[config.mk]
export PLATFORM = sky130hd
export DESIGN_NAME = tsr_core
export DESIGN_NICKNAME = d
export VERILOG_FILES = /design/src/common/tsr_pkg.sv /design/src/core/tsr_core.sv /design/src/core/tsr_sram.sv
export VERILOG_INCLUDE_DIRS = /design/src /design/src/common
export SDC_FILE = /design/constraint.sdc
export NUM_CORES = 1
export LEC_CHECK = 0
export BUFFER_PORTS_ARGS = -buffer_cell sky130_fd_sc_hd__buf_2
export CAP_MARGIN = 20
export CORE_AREA = 2 2 241 171
export CTS_CLUSTER_DIAMETER = 60
export CTS_CLUSTER_SIZE = 24
export DETAILED_ROUTE_END_ITERATION = 6
export DIE_AREA = 0 0 243 173
export GPL_TIMING_DRIVEN = 1
export MAX_ROUTING_LAYER = met4
export PLACE_DENSITY = 0.7
export SLEW_MARGIN = 25
export SYNTH_ARGS = -nofsm -noshare
export SYNTH_HDL_FRONTEND = slang
export SYNTH_SLANG_ARGS = --single-unit
export TNS_END_PERCENT = 50
[constraint.sdc]
create_clock -name mclk -period 12.6 [get_ports mclk]
set_input_delay 2.52 -clock mclk [delete_from_list [all_inputs] [get_ports mclk]]
set_output_delay 2.52 -clock mclk [all_outputs]
set_load 0.05 [all_outputs]
[src/common/tsr_defs.svh]
// Address map, register offsets, field positions and reset values.
`ifndef TSR_DEFS_SVH
`define TSR_DEFS_SVH

// ==========================================================
// Data space map
`define TSR_IO_HI       16'h003F
`define TSR_SRAM_LO     16'h0040
`define TSR_SRAM_HI     16'h005F
`define TSR_LOCK_LO     16'h3F00
`define TSR_LOCK_HI     16'h3F01
`define TSR_CFG_LO      16'h3F40
`define TSR_CFG_HI      16'h3F41
`define TSR_CAL_LO      16'h3F80
`define TSR_CAL_HI      16'h3F81
`define TSR_ID_LO       16'h3FC0
`define TSR_ID_HI       16'h3FC3
`define TSR_FLASH_LO    16'h4000
`define TSR_FLASH_HI    16'h43FF
`define TSR_DIRECT_BASE 16'h0040

// ==========================================================
// I/O register offsets
`define TSR_SPL_ADDR    6'h3D
`define TSR_SPH_ADDR    6'h3E
`define TSR_STATUS_FLAGS_ADDR   6'h3F
`define TSR_CCP_ADDR    6'h3C
`define TSR_GSTAT_ADDR  6'h1E
`define TSR_CLKMS_ADDR  6'h37
`define TSR_CLKPS_ADDR  6'h36
`define TSR_WDT_ADDR    6'h31

// ==========================================================
// Status flag positions
`define TSR_BIT_I 7
`define TSR_BIT_T 6
`define TSR_BIT_H 5
`define TSR_BIT_S 4
`define TSR_BIT_V 3
`define TSR_BIT_N 2
`define TSR_BIT_Z 1
`define TSR_BIT_C 0

// ==========================================================
// Reset values and guard timing
`define TSR_SP_RESET    16'h005F
`define TSR_STATUS_FLAGS_RESET  8'h00
`define TSR_SIGNATURE   8'hD8
`define TSR_WIN_INSTR   3'h4

`endif

[src/common/tsr_pkg.sv]
// Types shared by the system register and data space logic.
package tsr_pkg;

    typedef enum logic [3:0] {
        TSR_NOP   = 4'h0,
        TSR_DLD   = 4'h1,
        TSR_DST   = 4'h2,
        TSR_ILD   = 4'h3,
        TSR_IST   = 4'h4,
        TSR_IN    = 4'h5,
        TSR_OUT   = 4'h6,
        TSR_SBIT  = 4'h7,
        TSR_CBIT  = 4'h8,
        TSR_TBIT1 = 4'h9,
        TSR_TBIT0 = 4'hA
    } tsr_kind_e;

    typedef enum logic [1:0] {
        PTR_PLAIN   = 2'h0,
        PTR_PREDEC  = 2'h1,
        PTR_POSTINC = 2'h2
    } tsr_ptr_e;

    typedef enum logic [2:0] {
        SP_NONE  = 3'h0,
        SP_PUSH1 = 3'h1,
        SP_POP1  = 3'h2,
        SP_PUSH2 = 3'h3,
        SP_POP2  = 3'h4
    } tsr_sp_e;

    typedef enum logic [2:0] {
        RG_IO, RG_SRAM, RG_LOCK, RG_CFG, RG_CAL, RG_ID, RG_FLASH, RG_RSV
    } tsr_rgn_e;

    typedef struct packed {
        logic        valid;
        tsr_kind_e   kind;
        tsr_ptr_e    ptr_mode;
        logic [15:0] addr;
        logic [7:0]  wdata;
        logic [2:0]  bitsel;
    } tsr_req_s;

    typedef struct packed {
        logic       valid;
        logic [7:0] res;
        logic       c;
        logic       h;
        logic       v;
        logic       upd_c;
        logic       upd_z;
        logic       upd_n;
        logic       upd_v;
        logic       upd_h;
    } tsr_alu_s;

    typedef struct packed {
        logic       valid;
        logic [7:0] rdata;
        logic       skip;
    } tsr_rsp_s;

    typedef struct packed {
        logic       wr;
        logic       rd;
        logic [5:0] addr;
        logic [7:0] wdata;
        logic [7:0] wmask;
    } tsr_io_s;

    typedef struct packed {
        logic [15:0] lock;
        logic [15:0] cfg;
        logic [15:0] cal;
        logic [31:0] id;
    } tsr_nvm_s;

endpackage : tsr_pkg

[src/core/tsr_core.sv]
// System registers, protection guard and data space decoder.
`timescale 1ns/1ns
`default_nettype none
`include "tsr_defs.svh"

// Function
// - Protected registers accept writes only after the unlock signature.
// - Window stays open four instruction cycles, then closes itself.
// - Interrupts are ignored while the window is open.
// - Guard reads bit 0 as window open, bits 7 to 1 zero.
// - No interrupt is granted while global enable is clear.
// - Entry clears global enable; return and set instruction set it.
// - Sign flag always equals negative XOR overflow.
// - Bit store copies a bit to T; bit load copies T back.
// - ALU results update zero, negative, carry, half-carry, overflow.
// - Program counter is 9 bits, 16-bit words from zero.
// - Program memory reads through data space from byte 0x4000.
// - Stores into program memory region have no effect.
// - Lowest 64 addresses are I/O, next 32 are SRAM.
// - Lock, configuration, calibration, ID windows are read-only.
// - Direct load and store reach 0x0040 through 0x00BF only.
// - I/O instructions use I/O addresses zero through 0x3F.
// - Indirect access reaches all; pre-decrement and post-increment by one.
// - SRAM data access completes in two clock cycles.
// - Bit set, clear and test work on I/O up to 0x1F only.
// - Some flags clear on writing one; writing zero leaves them.
// - Stack pointer is two read-write bytes, reset to SRAM top.
// - Stack pointer moves by one on push/pop, two on call/return.
module tsr_core
    import tsr_pkg::*;
(
    input  wire logic        mclk,
    input  wire logic        reset,
    input  wire tsr_req_s    req,
    input  wire tsr_alu_s    alu,
    input  wire tsr_sp_e     sp_op,
    input  wire logic        irq_enter,
    input  wire logic        irq_return,
    input  wire logic        set_gie,
    input  wire logic        clr_gie,
    input  wire logic        bst_valid,
    input  wire logic        bld_valid,
    input  wire logic [7:0]  bit_src,
    input  wire logic [2:0]  bit_sel,
    input  wire logic        instr_done,
    input  wire logic        irq_req,
    input  wire logic [7:0]  io_rdata,
    input  wire logic [15:0] prog_word,
    input  wire tsr_nvm_s    nvm,
    output var  tsr_rsp_s    rsp_r,
    output var  tsr_io_s     io_r,
    output var  logic [8:0]  prog_addr_r,
    output var  logic [15:0] ptr_next_r,
    output var  logic [15:0] sp_r,
    output var  logic [7:0]  status_r,
    output var  logic [7:0]  bld_res_r,
    output var  logic        prot_open_r,
    output var  logic        irq_grant_r
);

    // ==========================================================
    // Helpers.
    function automatic tsr_rgn_e rgn(input logic [15:0] a);
        if (a <= `TSR_IO_HI) return RG_IO;
        if (a >= `TSR_SRAM_LO && a <= `TSR_SRAM_HI) return RG_SRAM;
        if (a >= `TSR_LOCK_LO && a <= `TSR_LOCK_HI) return RG_LOCK;
        if (a >= `TSR_CFG_LO && a <= `TSR_CFG_HI) return RG_CFG;
        if (a >= `TSR_CAL_LO && a <= `TSR_CAL_HI) return RG_CAL;
        if (a >= `TSR_ID_LO && a <= `TSR_ID_HI) return RG_ID;
        if (a >= `TSR_FLASH_LO && a <= `TSR_FLASH_HI) return RG_FLASH;
        return RG_RSV;
    endfunction : rgn

    function automatic logic is_prot(input logic [5:0] a);
        return a == `TSR_CLKMS_ADDR || a == `TSR_CLKPS_ADDR ||
               a == `TSR_WDT_ADDR;
    endfunction : is_prot

    function automatic logic [7:0] mrg(input logic [7:0] o,
                                       input logic [7:0] v,
                                       input logic [7:0] m);
        return (o & ~m) | (v & m);
    endfunction : mrg

    // ==========================================================
    // Request decode.
    logic [15:0] acc_a;
    logic [15:0] ptr_upd;
    logic [7:0]  w_val;
    logic [7:0]  w_msk;
    logic        is_rd;
    logic        is_wr;
    logic        is_tst;
    logic        is_ind;
    tsr_rgn_e    rg;

    always_comb begin
        acc_a   = 16'h0000;
        ptr_upd = req.addr;
        w_val   = req.wdata;
        w_msk   = 8'hFF;
        is_rd   = 1'b0;
        is_wr   = 1'b0;
        is_tst  = 1'b0;
        is_ind  = 1'b0;
        unique case (req.kind)
            TSR_DLD, TSR_DST: begin
                acc_a = `TSR_DIRECT_BASE + {9'h000, req.addr[6:0]};
                is_rd = (req.kind == TSR_DLD);
                is_wr = (req.kind == TSR_DST);
            end
            TSR_ILD, TSR_IST: begin
                is_ind = 1'b1;
                is_rd  = (req.kind == TSR_ILD);
                is_wr  = (req.kind == TSR_IST);
                unique case (req.ptr_mode)
                    PTR_PREDEC: begin
                        acc_a   = req.addr - 16'h0001;
                        ptr_upd = acc_a;
                    end
                    PTR_POSTINC: begin
                        acc_a   = req.addr;
                        ptr_upd = req.addr + 16'h0001;
                    end
                    default: acc_a = req.addr;
                endcase
            end
            TSR_IN, TSR_OUT: begin
                acc_a = {10'h000, req.addr[5:0]};
                is_rd = (req.kind == TSR_IN);
                is_wr = (req.kind == TSR_OUT);
            end
            TSR_SBIT, TSR_CBIT: begin
                acc_a = {11'h000, req.addr[4:0]};
                is_wr = 1'b1;
                w_msk = 8'h01 << req.bitsel;
                w_val = (req.kind == TSR_SBIT) ? 8'hFF : 8'h00;
            end
            TSR_TBIT1, TSR_TBIT0: begin
                acc_a  = {11'h000, req.addr[4:0]};
                is_rd  = 1'b1;
                is_tst = 1'b1;
            end
            default: acc_a = 16'h0000;
        endcase
        rg = rgn(acc_a);
    end

    logic wr_go;
    logic rd_go;
    logic io_wr;
    logic int_hit;
    logic ccp_wr;
    logic status_flags_wr;
    logic sp_wr;

    assign wr_go   = req.valid && is_wr;
    assign rd_go   = req.valid && is_rd;
    assign io_wr   = wr_go && rg == RG_IO;
    assign int_hit = acc_a[5:0] == `TSR_SPL_ADDR ||
                     acc_a[5:0] == `TSR_SPH_ADDR ||
                     acc_a[5:0] == `TSR_STATUS_FLAGS_ADDR ||
                     acc_a[5:0] == `TSR_CCP_ADDR ||
                     acc_a[5:0] == `TSR_GSTAT_ADDR;
    assign ccp_wr  = io_wr && acc_a[5:0] == `TSR_CCP_ADDR;
    assign status_flags_wr = io_wr && acc_a[5:0] == `TSR_STATUS_FLAGS_ADDR;
    assign sp_wr   = io_wr && (acc_a[5:0] == `TSR_SPL_ADDR ||
                               acc_a[5:0] == `TSR_SPH_ADDR);

    // ==========================================================
    // Access pipeline: take, read stage, answer.
    logic [15:0] s1_addr_r, s1_addr_nxt;
    tsr_rgn_e    s1_rg_r, s1_rg_nxt;
    logic        s1_valid_r, s1_valid_nxt;
    logic        s1_tst_r, s1_tst_nxt;
    logic        s1_pol_r, s1_pol_nxt;
    logic [2:0]  s1_bit_r, s1_bit_nxt;
    tsr_io_s     io_nxt;
    tsr_rsp_s    rsp_nxt;
    logic [8:0]  prog_addr_nxt;
    logic [15:0] ptr_next_nxt;
    logic [7:0]  sram_rd;
    logic [7:0]  rd_v;
    logic        viol_r;

    tsr_sram u_sram (
        .mclk  (mclk),
        .we    (wr_go && rg == RG_SRAM),
        .waddr (acc_a[4:0]),
        .wdata (w_val),
        .raddr (s1_addr_r[4:0]),
        .rdata (sram_rd)
    );

    always_comb begin
        unique case (s1_rg_r)
            RG_IO: begin
                unique case (s1_addr_r[5:0])
                    `TSR_SPL_ADDR:   rd_v = sp_r[7:0];
                    `TSR_SPH_ADDR:   rd_v = sp_r[15:8];
                    `TSR_STATUS_FLAGS_ADDR:  rd_v = status_r;
                    `TSR_CCP_ADDR:   rd_v = {7'h00, prot_open_r};
                    `TSR_GSTAT_ADDR: rd_v = {7'h00, viol_r};
                    default:         rd_v = io_rdata;
                endcase
            end
            RG_SRAM:  rd_v = sram_rd;
            RG_LOCK:  rd_v = nvm.lock[{s1_addr_r[0], 3'h0} +: 8];
            RG_CFG:   rd_v = nvm.cfg[{s1_addr_r[0], 3'h0} +: 8];
            RG_CAL:   rd_v = nvm.cal[{s1_addr_r[0], 3'h0} +: 8];
            RG_ID:    rd_v = nvm.id[{s1_addr_r[1:0], 3'h0} +: 8];
            RG_FLASH: rd_v = prog_word[{s1_addr_r[0], 3'h0} +: 8];
            default:  rd_v = 8'h00;
        endcase
        s1_valid_nxt  = rd_go;
        s1_addr_nxt   = acc_a;
        s1_rg_nxt     = rg;
        s1_tst_nxt    = is_tst;
        s1_pol_nxt    = req.kind == TSR_TBIT1;
        s1_bit_nxt    = req.bitsel;
        io_nxt.addr   = acc_a[5:0];
        io_nxt.wdata  = w_val;
        io_nxt.wmask  = w_msk;
        io_nxt.rd     = rd_go && rg == RG_IO && !int_hit;
        io_nxt.wr     = io_wr && !int_hit &&
                        (!is_prot(acc_a[5:0]) || prot_open_r);
        prog_addr_nxt = (rd_go && rg == RG_FLASH) ?
                        acc_a[9:1] : prog_addr_r;
        ptr_next_nxt  = (req.valid && is_ind) ? ptr_upd : ptr_next_r;
        rsp_nxt.valid = s1_valid_r;
        rsp_nxt.rdata = rd_v;
        rsp_nxt.skip  = s1_valid_r && s1_tst_r &&
                        rd_v[s1_bit_r] == s1_pol_r;
    end

    always_ff @(posedge mclk) begin
        if (reset) begin
            s1_valid_r  <= 1'b0;
            s1_addr_r   <= 16'h0000;
            s1_rg_r     <= RG_RSV;
            s1_tst_r    <= 1'b0;
            s1_pol_r    <= 1'b0;
            s1_bit_r    <= 3'h0;
            io_r        <= '0;
            rsp_r       <= '0;
            prog_addr_r <= 9'h000;
            ptr_next_r  <= 16'h0000;
        end else begin
            s1_valid_r  <= s1_valid_nxt;
            s1_addr_r   <= s1_addr_nxt;
            s1_rg_r     <= s1_rg_nxt;
            s1_tst_r    <= s1_tst_nxt;
            s1_pol_r    <= s1_pol_nxt;
            s1_bit_r    <= s1_bit_nxt;
            io_r        <= io_nxt;
            rsp_r       <= rsp_nxt;
            prog_addr_r <= prog_addr_nxt;
            ptr_next_r  <= ptr_next_nxt;
        end
    end

    // ==========================================================
    // Status flags, stack pointer, bit copy, guard status.
    logic [7:0]  st_nxt;
    logic [15:0] sp_nxt;
    logic [7:0]  bld_nxt;
    logic        viol_nxt;

    always_comb begin
        st_nxt   = status_r;
        sp_nxt   = sp_r;
        bld_nxt  = bld_res_r;
        viol_nxt = viol_r;
        if (alu.valid) begin
            if (alu.upd_c) st_nxt[`TSR_BIT_C] = alu.c;
            if (alu.upd_z) st_nxt[`TSR_BIT_Z] = alu.res == 8'h00;
            if (alu.upd_n) st_nxt[`TSR_BIT_N] = alu.res[7];
            if (alu.upd_v) st_nxt[`TSR_BIT_V] = alu.v;
            if (alu.upd_h) st_nxt[`TSR_BIT_H] = alu.h;
        end
        if (bst_valid) st_nxt[`TSR_BIT_T] = bit_src[bit_sel];
        if (bld_valid) begin
            bld_nxt          = bit_src;
            bld_nxt[bit_sel] = status_r[`TSR_BIT_T];
        end
        if (irq_return || set_gie) st_nxt[`TSR_BIT_I] = 1'b1;
        if (irq_enter || clr_gie) st_nxt[`TSR_BIT_I] = 1'b0;
        unique case (sp_op)
            SP_PUSH1: sp_nxt = sp_r - 16'h0001;
            SP_POP1:  sp_nxt = sp_r + 16'h0001;
            SP_PUSH2: sp_nxt = sp_r - 16'h0002;
            SP_POP2:  sp_nxt = sp_r + 16'h0002;
            default:  sp_nxt = sp_r;
        endcase
        if (io_wr) begin
            unique case (acc_a[5:0])
                `TSR_SPL_ADDR: sp_nxt[7:0] = mrg(sp_r[7:0], w_val, w_msk);
                `TSR_SPH_ADDR: sp_nxt[15:8] = mrg(sp_r[15:8], w_val, w_msk);
                `TSR_STATUS_FLAGS_ADDR: st_nxt = mrg(status_r, w_val, w_msk);
                `TSR_GSTAT_ADDR: begin
                    if (w_val[0] && w_msk[0]) viol_nxt = 1'b0;
                end
                default: viol_nxt = viol_nxt;
            endcase
            if (is_prot(acc_a[5:0]) && !prot_open_r) begin
                viol_nxt = 1'b1;
            end
        end
        st_nxt[`TSR_BIT_S] = st_nxt[`TSR_BIT_N] ^ st_nxt[`TSR_BIT_V];
    end

    always_ff @(posedge mclk) begin
        if (reset) begin
            status_r  <= `TSR_STATUS_FLAGS_RESET;
            sp_r      <= `TSR_SP_RESET;
            bld_res_r <= 8'h00;
            viol_r    <= 1'b0;
        end else begin
            status_r  <= st_nxt;
            sp_r      <= sp_nxt;
            bld_res_r <= bld_nxt;
            viol_r    <= viol_nxt;
        end
    end

    // ==========================================================
    // Configuration change guard and interrupt gate.
    logic [2:0] cnt_r, cnt_nxt;
    logic       open_nxt;
    logic       grant_nxt;

    always_comb begin
        cnt_nxt = cnt_r;
        if (instr_done && cnt_r != 3'h0) begin
            cnt_nxt = cnt_r - 3'h1;
        end
        if (ccp_wr) begin
            cnt_nxt = (w_val == `TSR_SIGNATURE) ?
                      `TSR_WIN_INSTR : 3'h0;
        end
        open_nxt  = cnt_nxt != 3'h0;
        grant_nxt = irq_req && status_r[`TSR_BIT_I] && !clr_gie &&
                    !prot_open_r;
    end

    always_ff @(posedge mclk) begin
        if (reset) begin
            cnt_r       <= 3'h0;
            prot_open_r <= 1'b0;
            irq_grant_r <= 1'b0;
        end else begin
            cnt_r       <= cnt_nxt;
            prot_open_r <= open_nxt;
            irq_grant_r <= grant_nxt;
        end
    end

    // ==========================================================
    // Assertions.
    logic bst_bit;
    logic alu_zero;
    logic ccp_sig;

    assign bst_bit  = bit_src[bit_sel];
    assign alu_zero = alu.res == 8'h00;
    assign ccp_sig  = ccp_wr && w_val == `TSR_SIGNATURE;
endmodule : tsr_core

`default_nettype wire

[src/core/tsr_sram.sv]
// Internal 32-byte data SRAM with registered-address read.
`timescale 1ns/1ns
`default_nettype none

module tsr_sram
    import tsr_pkg::*;
(
    input  wire logic       mclk,
    input  wire logic       we,
    input  wire logic [4:0] waddr,
    input  wire logic [7:0] wdata,
    input  wire logic [4:0] raddr,
    output var  logic [7:0] rdata
);

    logic [7:0] mem [0:31];

    always_ff @(posedge mclk) begin
        if (we) begin
            mem[waddr] <= wdata;
        end
    end

    assign rdata = mem[raddr];

endmodule : tsr_sram

`default_nettype wire

==> out/qor.csv, run 1 <==
stage;metric;value;unit
timing;worstMarginPinSlew;1.086;ns
critical_path;timing.rr.start;s1_addr_r[0];
clock_tree;cts_tree;done;
die;die_height;173;um
power;power.total;2.933;mW
critical_path;worst_path_largest_cell_delay;0.84;ns
die;io_pins;272;
die;die-area;0.04204;mm2
die;rows;61;
clock_tree;path_clk_slew;0.08;ns
timing;whs;0.4571;ns
timing;final-max-slew-violation-count;0;
critical_path;setup.worst_path.start_class;input port;
timing;max_freq;156.7;MHz
power;p_leak;7.761;nW
logic_synthesis;postSynth.asyncResetShare;0;
critical_path;crit_required;12.79;ns
timing;setup_violations;0;
critical_path;endpoint_kind;register;
finish;final_cells;2392;
critical_path;cpMaxStageDelayCell;nor4_4;
logic_synthesis;synth_edf_count;256;
timing;postLayoutSetupSlackWorst;6.218;ns
routing;wire_per_inst;25.40;um
placement;gp_congestion;0.9736;
timing;relSlewSlack;0.2753;
timing;fin_crit;6.382;ns
routing;route.detailed.drc;0;
placement;hpwl;43.92;mm
outcome;status;complete, no violations;
timing;rsz0062_at_grt;false;
critical_path;worstSetupPathType;input port to register;
timing;finalHoldViolCount;0;
grt;grt_overflow;0;
flow_run;cap_violations;0;
power;ir_worst_vdd;0.09164;mV
grt;use_met1;0.4076;
placement;place.port_buffers;271;
placement;postPlaceCellArea;0.02059;mm2
finish;utilization;0.5436;
clock_tree;cts.htree.levels;1;
routing;first_pass_iters;7;
timing;fin_worst_skew;0.01996;ns
logic_synthesis;syn_inst;1622;
power;p_switching;0.9517;mW
routing;postRouteAntennaNets;0;
placement;dp_cells;2346;
logic_synthesis;ys_seq_area_frac;0.5197;
grt;gr-usage-met3;0.09514;
die;core_area;0.03954;mm2
power;power_frac_clock;0.295;
hold_path;hp-class;register to register;
logic_synthesis;synth_cell_type_count;97;
critical_path;critical_path_arrival;6.57;ns
grt;grt.total_usage;0.2883;
finish;synthToLayoutAreaGrowth;13.86;%
logic_synthesis;avgSynthCellArea;11.64;um2
grt;grt_pass1_vias;13990;
routing;first_iter_violations;1871;
routing;wirelength;60.75;mm
power;power_switching_share;0.3245;
logic_synthesis;syn_nets;1837;
grt;busiest_layer;met1;
grt;use_met2;0.3992;
finish;final_cell_mix;buf_2, edfxtp_1, nor2_1;
clock_tree;root_buffer;clkbuf_16;
die;start_util;0.4774;
logic_synthesis;ys_ff_latch;362;
grt;antenna_found_initial;1;
logic_synthesis;yosys_warnings;0;
placement;dp_slack;5.686;ns
clock_tree;cts_buffers;24;
grt;grt_start_max_net_pins;87;
routing;vias;15160;
power;p_per_area;136.5;mW/mm2
logic_synthesis;synth_area;0.01888;mm2
hold_path;min_from;ptr_next_r[12];
finish;n_fill_cell;3458;
critical_path;crit_start;req[13];
die;die_width;243;um
critical_path;cp_cell_sequence;buf_2, nor4_4, and3_1, nand3_1, a2111oi_2, a31oi_2, nor4b_2, nand3_1, nor2_1;
power;p_seq_frac;0.463;
clock_tree;clk_path_buf_depth;3;
critical_path;path_common_cell;nand3_1;
clock_tree;cts_resized;0;
timing;fin_crit_sh;0.5065;
timing;fin_tns_setup;0;ns
clock_tree;ctsHoldBuffers;0;
critical_path;cp_max_fo;17;
critical_path;r2r_slack;7.67;ns
power;p_comb_frac;0.241;
finish;final_layout_size_suffix_gt1_frac;0.2468;
clock_tree;clock_sink_count;362;
finish;final_common_cell;buf_2;
grt;grt_pass1_wl;89.51;mm
finish;final_nets;2053;
clock_tree;postCtsSetupBuffers;0;
finish;final_area;0.02149;mm2
clock_tree;clock_latency;0.56;ns
routing;vias_per_cell;6.338;
logic_synthesis;synthFlopType;edfxtp_1;
power;p_int;1.981;mW
state kept, by name (all words and copies together) (netlist names), named ones only:
name / count
s1_pol_r: 1
s1_addr_r: 6
irq_grant_r: 1
s1_rg_r: 3
io_r: 18
u_sram.mem: 256
s1_bit_r: 3
s1_valid_r: 1
rsp_r: 10
prog_addr_r: 9
viol_r: 1
prot_open_r: 1
cnt_r: 3
status_r: 3
bld_res_r: 8
s1_tst_r: 1
ptr_next_r: 16
routing by layer:
metal | part of all wire | routed length (um)
met3 | 0.13 | 8026
met4 | 0.027 | 1613
met5 | 0 | 0
met1 | 0.42 | 25420
met2 | 0.42 | 25690
critical path, delay by kind of cell:
family,cells,cell delay [ns]
buf+inv,1,0.19
simple gates,6,3.11
compound gates,2,0.74
kinds of logic (layout without fill, tap and decap cells):
logic type                 count (synthesis)  after routing  share of synthesized area
adders and majority gates                 36             36                    0.02466
xor gates and xnor gates                  46             46                    0.02134
other                                      0              1                          0
AOI/OAI and AO/OA                        407            407                     0.1473
and+or+nand+nor                          509            509                     0.1383
buffers and inverters                    146            380                    0.03434
DFF                                      362            362                     0.5197
muxes                                    116            116                     0.1143
synthesized netlist by cell type (all sizes together), types with 20 or more instances:
cell type,number,share of area
edfxtp,256,0.41
nor2,157,0.031
nand2,117,0.023
dfxtp,106,0.11
o21ai,88,0.023
a21oi,85,0.023
mux4,78,0.093
clkbuf,62,0.012
buf,42,0.014
inv,41,0.0082
nor3,39,0.012
xnor2,36,0.017
ha,34,0.023
nand3,32,0.0087
a211oi,30,0.012
and3,25,0.0084
and2,24,0.0080
mux2i,21,0.011
nand2b,21,0.0070
a21o,20,0.0080
a31oi,20,0.0070
final timing paths:
path	depth (start not counted)	endpoint
hold reg to reg	2	ptr_next_r[12]
setup reg to reg	11	rsp_r[0]
hold / removal	2	ptr_next_r[12]
setup / recovery	9	u_sram.mem[31][1]
power groups by stage:
stage,Sequential (mW),Clock [mW],Combinational [mW]
floorplan,1.45,0,0.416
detailed placement,1.39,0,0.686
CTS,1.36,0.878,0.691
global route,1.36,0.918,0.761
global placement,1.39,0,0.676
finish,1.36,0.866,0.708
area by class of cell:
cell class / instances / area (um2) / area share
diodes: 1 / 2.502 / 0.0001164
inverters: 42 / 157.7 / 0.007335
repair buffers: 294 / 1549 / 0.07207
clock buffers: 30 / 665.6 / 0.03097
flip-flops and latches: 362 / 9818 / 0.4568
clock inverters: 14 / 193.9 / 0.009024
multi-input cells: 1114 / 8436 / 0.3925
well taps: 535 / 669.4 / 0.03115
No activity file was read; power rests on OpenSTA's default activity.
==> run 2: changes to the inputs <==
ABC_AREA = 1   (was not set)
CORE_AREA = 2 2 244 174   (was 2 2 241 171)
DIE_AREA = 0 0 246 176   (was 0 0 243 173)
clock period = 6.1 ns   (was 12.6 ns; I/O delays follow)
==> run 2 against run 1 <==
  * Non-clock buffer count is 5 lower
  * Count of clock-buffer cells in the layout up 3
  * Critical path depth grew 3
  * Sequential cell count is the same
  * Clock skew decreased by 0.0051 ns
  * Highest routed layer unchanged
==> out/qor.csv, run 2 <==
stage;metric;value;unit
outcome;status;complete, no violations;
power;p_leak;9.768;nW
logic_synthesis;synth_most_common_cell;nand2_1;
grt;grt_pass1_vias;16820;
placement;place.port_buffers;271;
placement;dp_slack;1.096;ns
finish;final_cell_mix;nand2_1, nor2_1, buf_2;
die;core_area;0.04073;mm2
grt;grt_pass1_wl;98.24;mm
timing;setup_violations;0;
clock_tree;cts_tree;done;
clock_tree;postCtsSetupBuffers;0;
critical_path;crit_required;6.30;ns
logic_synthesis;syn_nets;2664;
routing;postRouteAntennaNets;0;
timing;finalHoldViolCount;0;
logic_synthesis;avgSynthCellArea;7.964;um2
hold_path;holdPathEnd;rsp_r[9];
critical_path;critical_path_arrival;4.66;ns
critical_path;timing.rr.start;s1_addr_r[0];
die;rows;62;
routing;vias_per_cell;5.677;
critical_path;r2r-end;rsp_r[0];
critical_path;setup.worst_path.start_class;input port;
die;start_util;0.4789;
logic_synthesis;synth_edf_count;256;
placement;gp_congestion;0.9725;
routing;first_pass_iters;6;
finish;final_nets;2897;
die;die_width;246;um
power;ir_worst_vdd;0.2024;mV
critical_path;path_common_cell;inv_1;
routing;wirelength;66.03;mm
critical_path;worstSetupPathType;input port to register;
flow_run;cap_violations;0;
logic_synthesis;yosysTopAreaCell;edfxtp_1;
finish;seqCellArea;0.009811;mm2
finish;reg.largest.list;u_sram.mem (256), io_r (18), ptr_next_r (16);
finish;largest_reg_flops;256;
critical_path;cp_cell_sequence;buf_2, inv_1, ha_1, inv_1, a21oi_1, o21ai_0, o21bai_2, nand2_1, nor3_2, and2_2, nand2_2, nor2_1;
clock_tree;clock_sink_count;362;
timing;postLayoutSetupSlackWorst;1.637;ns
placement;hpwl;48.00;mm
finish;final_area;0.02225;mm2
grt;grt_start_max_net_pins;71;
logic_synthesis;postSynth.asyncResetShare;0;
timing;fin_crit_sh;0.7316;
critical_path;r2r_slack;2.01;ns
routing;first_iter_violations;2230;
hold_path;hold_path_depth;2;
timing;fin_tns_setup;0;ns
finish;synthToLayoutAreaGrowth;14.07;%
grt;grt_overflow;0;
logic_synthesis;synthFlopType;edfxtp_1;
timing;worstMarginPinSlew;1.022;ns
logic_synthesis;synth_area;0.01950;mm2
timing;fin_crit;4.463;ns
routing;route.detailed.drc;0;
die;die-area;0.04330;mm2
routing;wire_per_inst;20.33;um
clock_tree;cts_resized;0;
finish;final_common_cell;nand2_1;
logic_synthesis;yosys-top-cells-area;edfxtp_1, nand2_1, dfxtp_1;
timing;final-max-slew-violation-count;0;
logic_synthesis;synthTopCellsByCount;nand2_1, nor2_1, edfxtp_1, nand3_1, inv_1;
hold_path;hp-class;register to register;
timing;relSlewSlack;0.3170;
logic_synthesis;yosys_warnings;0;
logic_synthesis;ys_ff_latch;362;
clock_tree;clk_path_buf_depth;3;
timing;rsz0062_at_grt;false;
logic_synthesis;syn_inst;2449;
clock_tree;cts_buffers;26;
clock_tree;cts.htree.levels;1;
critical_path;cp_max_fo;22;
finish;n_fill_cell;3807;
clock_tree;root_buffer;clkbuf_16;
logic_synthesis;synth_top_cell_area_share;0.3941;
hold_path;min_from;s1_valid_r;
die;die_height;176;um
grt;grt.total_usage;0.3052;
placement;postPlaceCellArea;0.02134;mm2
finish;final_layout_size_suffix_gt1_frac;0.1606;
timing;fin_worst_skew;0.01482;ns
critical_path;worst_path_largest_cell_delay;0.65;ns
finish;multi_input_area;0.008534;mm2
clock_tree;clock_latency;0.57;ns
power;p_per_area;275.6;mW/mm2
logic_synthesis;synth_cell_type_count;62;
grt;antenna_found_initial;1;
critical_path;cpMaxStageDelayCell;ha_1;
routing;vias;18430;
clock_tree;path_clk_slew;0.08;ns
clock_tree;ctsHoldBuffers;0;
logic_synthesis;ys_seq_area_frac;0.5030;
timing;max_freq;224.1;MHz
finish;utilization;0.5463;
critical_path;r2r.worst_path.cells;15;
finish;regMostFlops;u_sram.mem;
critical_path;endpoint_kind;register;
die;io_pins;272;
run 2: worst max path at each step:
stage | start | end | slack [ns] | depth (start not counted)
finish | req[28] | u_sram.mem[15][4] | 1.64 | 12
global route | req[28] | u_sram.mem[11][4] | 1.24 | 12
floorplan | req[31] | status_r[4] | 2.43 | 14
detailed placement | req[28] | u_sram.mem[25][2] | 1.10 | 12
global placement | req[28] | u_sram.mem[25][6] | 1.20 | 12
CTS | req[28] | u_sram.mem[25][0] | 1.69 | 12
run 2: power breakdown:
group / total, mW / switching [mW] / internal [mW]
Sequential: 2.79 / 0.0913 / 2.70
Clock: 1.85 / 0.966 / 0.879
Combinational: 1.49 / 1.06 / 0.430
run 2: worst max-delay path, delay by kind of cell:
family,cells,cell delay [ns]
fa+ha+maj,1,0.65
simple gates,5,1.49
compound gates,3,0.71
buf+inv,3,0.58
run 2: stage by stage:
stage	cells	power [mW]	hold WS, ns
after floorplan	2449	3.805	0.3999
after global placement	3197	4.280	0.4091
after detailed placement	3198	4.300	0.4117
after CTS	3246	6.105	0.4233
after global routing	3247	6.371	0.4573
final	3247	6.131	0.4199
run 2: kinds of logic after synthesis:
family | after synthesis | share of synthesized area
and+or+nand+nor | 1431 | 0.3145
DFF | 362 | 0.5030
AOI/OAI and AO/OA | 312 | 0.09360
buffers and inverters | 300 | 0.06107
adders and majority gates | 36 | 0.02386
xor gates and xnor gates | 5 | 0.002245
muxes | 3 | 0.001732
run 2: cell type report:
type	count	share of cell area
Tap cell	544	0.03059
Clock inverter	15	0.008886
Timing Repair Buffer	289	0.06794
Clock buffer	33	0.03144
Sequential cell	362	0.4410
Multi-Input combinational cell	1787	0.3836
Inverter	216	0.03644
Antenna cell	1	0.0001125
run 2: routing by layer:
layer | GRT usage | part of all wire | up-vias
li1 | - | - | 8627
met4 | 0.08737 | 0.033 | 0
met2 | 0.4478 | 0.43 | 1105
met5 | - | 0 | -
met3 | 0.05290 | 0.12 | 135
met1 | 0.4344 | 0.42 | 8566
==> run 3: changes to the inputs <==
PLACE_DENSITY = 0.73   (was 0.7)
clock period = 4.05 ns   (was 6.1 ns; I/O delays follow)
==> run 3 against run 2 <==
  * Hold slack worse by 0.0011 ns
  * Clock skew is 0.0066 ns higher
  * Non-clock buffer count rose by 51
  * Core utilization rose by 0.83 points
  * Sequential share of layout area down 0.66 points
  * Sequential cell count is the same
  * Setup slack got worse by 0.93 ns
  * Highest routed layer unchanged
==> out/qor.csv, run 3 (synthesis gave the netlist of run 2 again) <==
stage;metric;value;unit
outcome;status;complete, no violations;
clock_tree;cts_tree;done;
critical_path;timing.rr.start;s1_addr_r[1];
finish;reg.largest.list;u_sram.mem (256), io_r (18), ptr_next_r (16);
placement;dp_cells;3249;
timing;fin_worst_skew;0.02139;ns
routing;first_iter_violations;2248;
grt;grt_pass1_vias;16960;
clock_tree;clock_sink_count;362;
timing;relSlewSlack;0.3729;
finish;final_area;0.02258;mm2
critical_path;worst_path_largest_cell_delay;0.67;ns
critical_path;critical_path_arrival;3.81;ns
power;p_int;6.038;mW
clock_tree;cts.htree.levels;1;
finish;synthToLayoutAreaGrowth;15.79;%
finish;final_cells;3298;
critical_path;r2r_slack;0.71;ns
die;die_width;246;um
finish;n_fill_cell;3825;
timing;postLayoutSetupSlackWorst;0.7099;ns
timing;fin_crit_sh;0.8247;
hold_path;hp-class;register to register;
placement;postPlaceCellArea;0.02171;mm2
clock_tree;clk_path_buf_depth;3;
power;power_switching_share;0.3415;
timing;final-max-slew-violation-count;0;
critical_path;endpoint_kind;register;
finish;final_layout_size_suffix_gt1_frac;0.1754;
timing;fin_crit;3.340;ns
timing;rsz0062_at_grt;false;
die;core_area;0.04073;mm2
power;power_frac_clock;0.295;
critical_path;worstSetupPathType;register to register;
timing;fin_tns_setup;0;ns
power;p_per_area;406.0;mW/mm2
routing;wire_per_inst;20.21;um
finish;final_cell_mix;nand2_1, nor2_1, buf_2;
critical_path;setup.worst_path.start_class;register;
timing;max_freq;299.4;MHz
critical_path;cp_max_fo;25;
placement;dp_slack;0.3605;ns
clock_tree;cts_buffers;26;
critical_path;cpMaxStageDelayCell;nor2_4;
power;p_leak;10.00;nW
critical_path;r2r-end;rsp_r[0];
routing;first_pass_iters;7;
die;start_util;0.4789;
clock_tree;cts_resized;0;
finish;largest_reg_flops;256;
finish;regMostFlops;u_sram.mem;
timing;setup_violations;0;
routing;postRouteAntennaNets;0;
routing;route.detailed.drc;0;
grt;antenna_found_initial;1;
power;p_seq_frac;0.458;
die;io_pins;272;
timing;finalHoldViolCount;0;
die;die-area;0.04330;mm2
placement;hpwl;49.49;mm
grt;grt_overflow;0;
power;p_switching;3.132;mW
routing;vias;18400;
clock_tree;clock_latency;0.58;ns
critical_path;cpLargestDelayFamily;simple AND/OR/NAND/NOR gates;
grt;grt.total_usage;0.3100;
critical_path;cp_num_buf_inv;3;
critical_path;path_common_cell;nand2_1;
flow_run;cap_violations;0;
critical_path;r2r.worst_path.cells;19;
grt;grt_start_max_net_pins;71;
power;ir_worst_vdd;0.3471;mV
routing;wirelength;66.66;mm
placement;gp_congestion;1.020;
critical_path;cp.depth;19;
finish;final_nets;2948;
clock_tree;postCtsSetupBuffers;0;
power;p_comb_frac;0.247;
grt;grt_pass1_wl;99.46;mm
hold_path;min_from;s1_valid_r;
routing;vias_per_cell;5.580;
clock_tree;ctsHoldBuffers;0;
critical_path;crit_required;4.52;ns
placement;place.port_buffers;271;
critical_path;cp-endpoint;rsp_r[0];
die;rows;62;
critical_path;cp_cell_sequence;buf_4, inv_1, nor2_4, buf_4, nand2_1, nand3_1, nand2_1, nand2_1, nor2_1, nand2_1, nand3_1, nand3_1, nand2_1, nand2_1, nand3_1, nand2_1, nand2_1, nand2_1, nor2_1;
die;die_height;176;um
finish;final_common_cell;nand2_1;
timing;worstMarginPinSlew;0.9335;ns
critical_path;crit_start;s1_addr_r[1];
clock_tree;root_buffer;clkbuf_16;
clock_tree;path_clk_slew;0.08;ns
[run 3: cell types whose count changed in the layout (fill, tap and decap cells not counted), moves of 2 or more]
cell / change
buf_4: +51
clkinvlp_4: +4
clkbuf_1: -3
clkinv_4: +3
clkinv_8: -3
clkbuf_8: +2
clkinv_1: +2
inv_1: +2
inv_2: -2
inv_8: -2
[run 3: power groups by stage]
stage               Combinational [mW]  Clock, mW  Sequential (mW)
floorplan                         1.25          0             4.48
global placement                  2.20          0             4.28
detailed placement                2.21          0             4.28
CTS                               2.22       2.73             4.19
global route                      2.48       2.85             4.20
finish                            2.27       2.70             4.20
[run 3: cell type report]
class                   count  area [um2]  share of cell area
well taps                 544       680.7             0.03014
clock buffers              31       710.7             0.03147
inverters                 216       810.8             0.03590
multi-input cells        1787        8524              0.3775
repair buffers            340        1887             0.08355
diodes                      1       2.502           0.0001108
flip-flops and latches    362        9811              0.4344
clock inverters            17       157.7            0.006981
[run 3: worst reg2reg max path: cells and delay by family (launching register included)]
kind,cells,cell delay (ns)
buf+inv,3,0.88
flops,1,0.38
simple gates,16,2.02
[run 3: metal layers]
layer	part of all wire	wire, um	global-route usage	vias to the layer above
met2	0.42	28230	0.4453	1046
met1	0.44	29310	0.4505	8518
met4	0.030	2031	0.08990	0
met3	0.11	7090	0.05077	115
li1	-	-	-	8725
met5	0	0	-	-
[run 3: through the flow]
step,hold slack (ns),total power [mW],utilization
after global placement,0.4057,6.476,0.5331
after detailed placement,0.4061,6.486,0.5331
final,0.4188,9.170,0.5545
after CTS,0.3988,9.144,0.5545
after global routing,0.4143,9.527,0.5545
after floorplan,0.3999,5.732,-
[run 3: how the worst min path moves through the flow]
stage / endpoint / cells past startpoint
2_1_floorplan: rsp_r[9] / 2
6_report: rsp_r[9] / 2
5_1_grt: irq_grant_r / 2
3_5_place_dp: rsp_r[9] / 2
3_3_place_gp: rsp_r[9] / 2
4_1_cts: irq_grant_r / 2
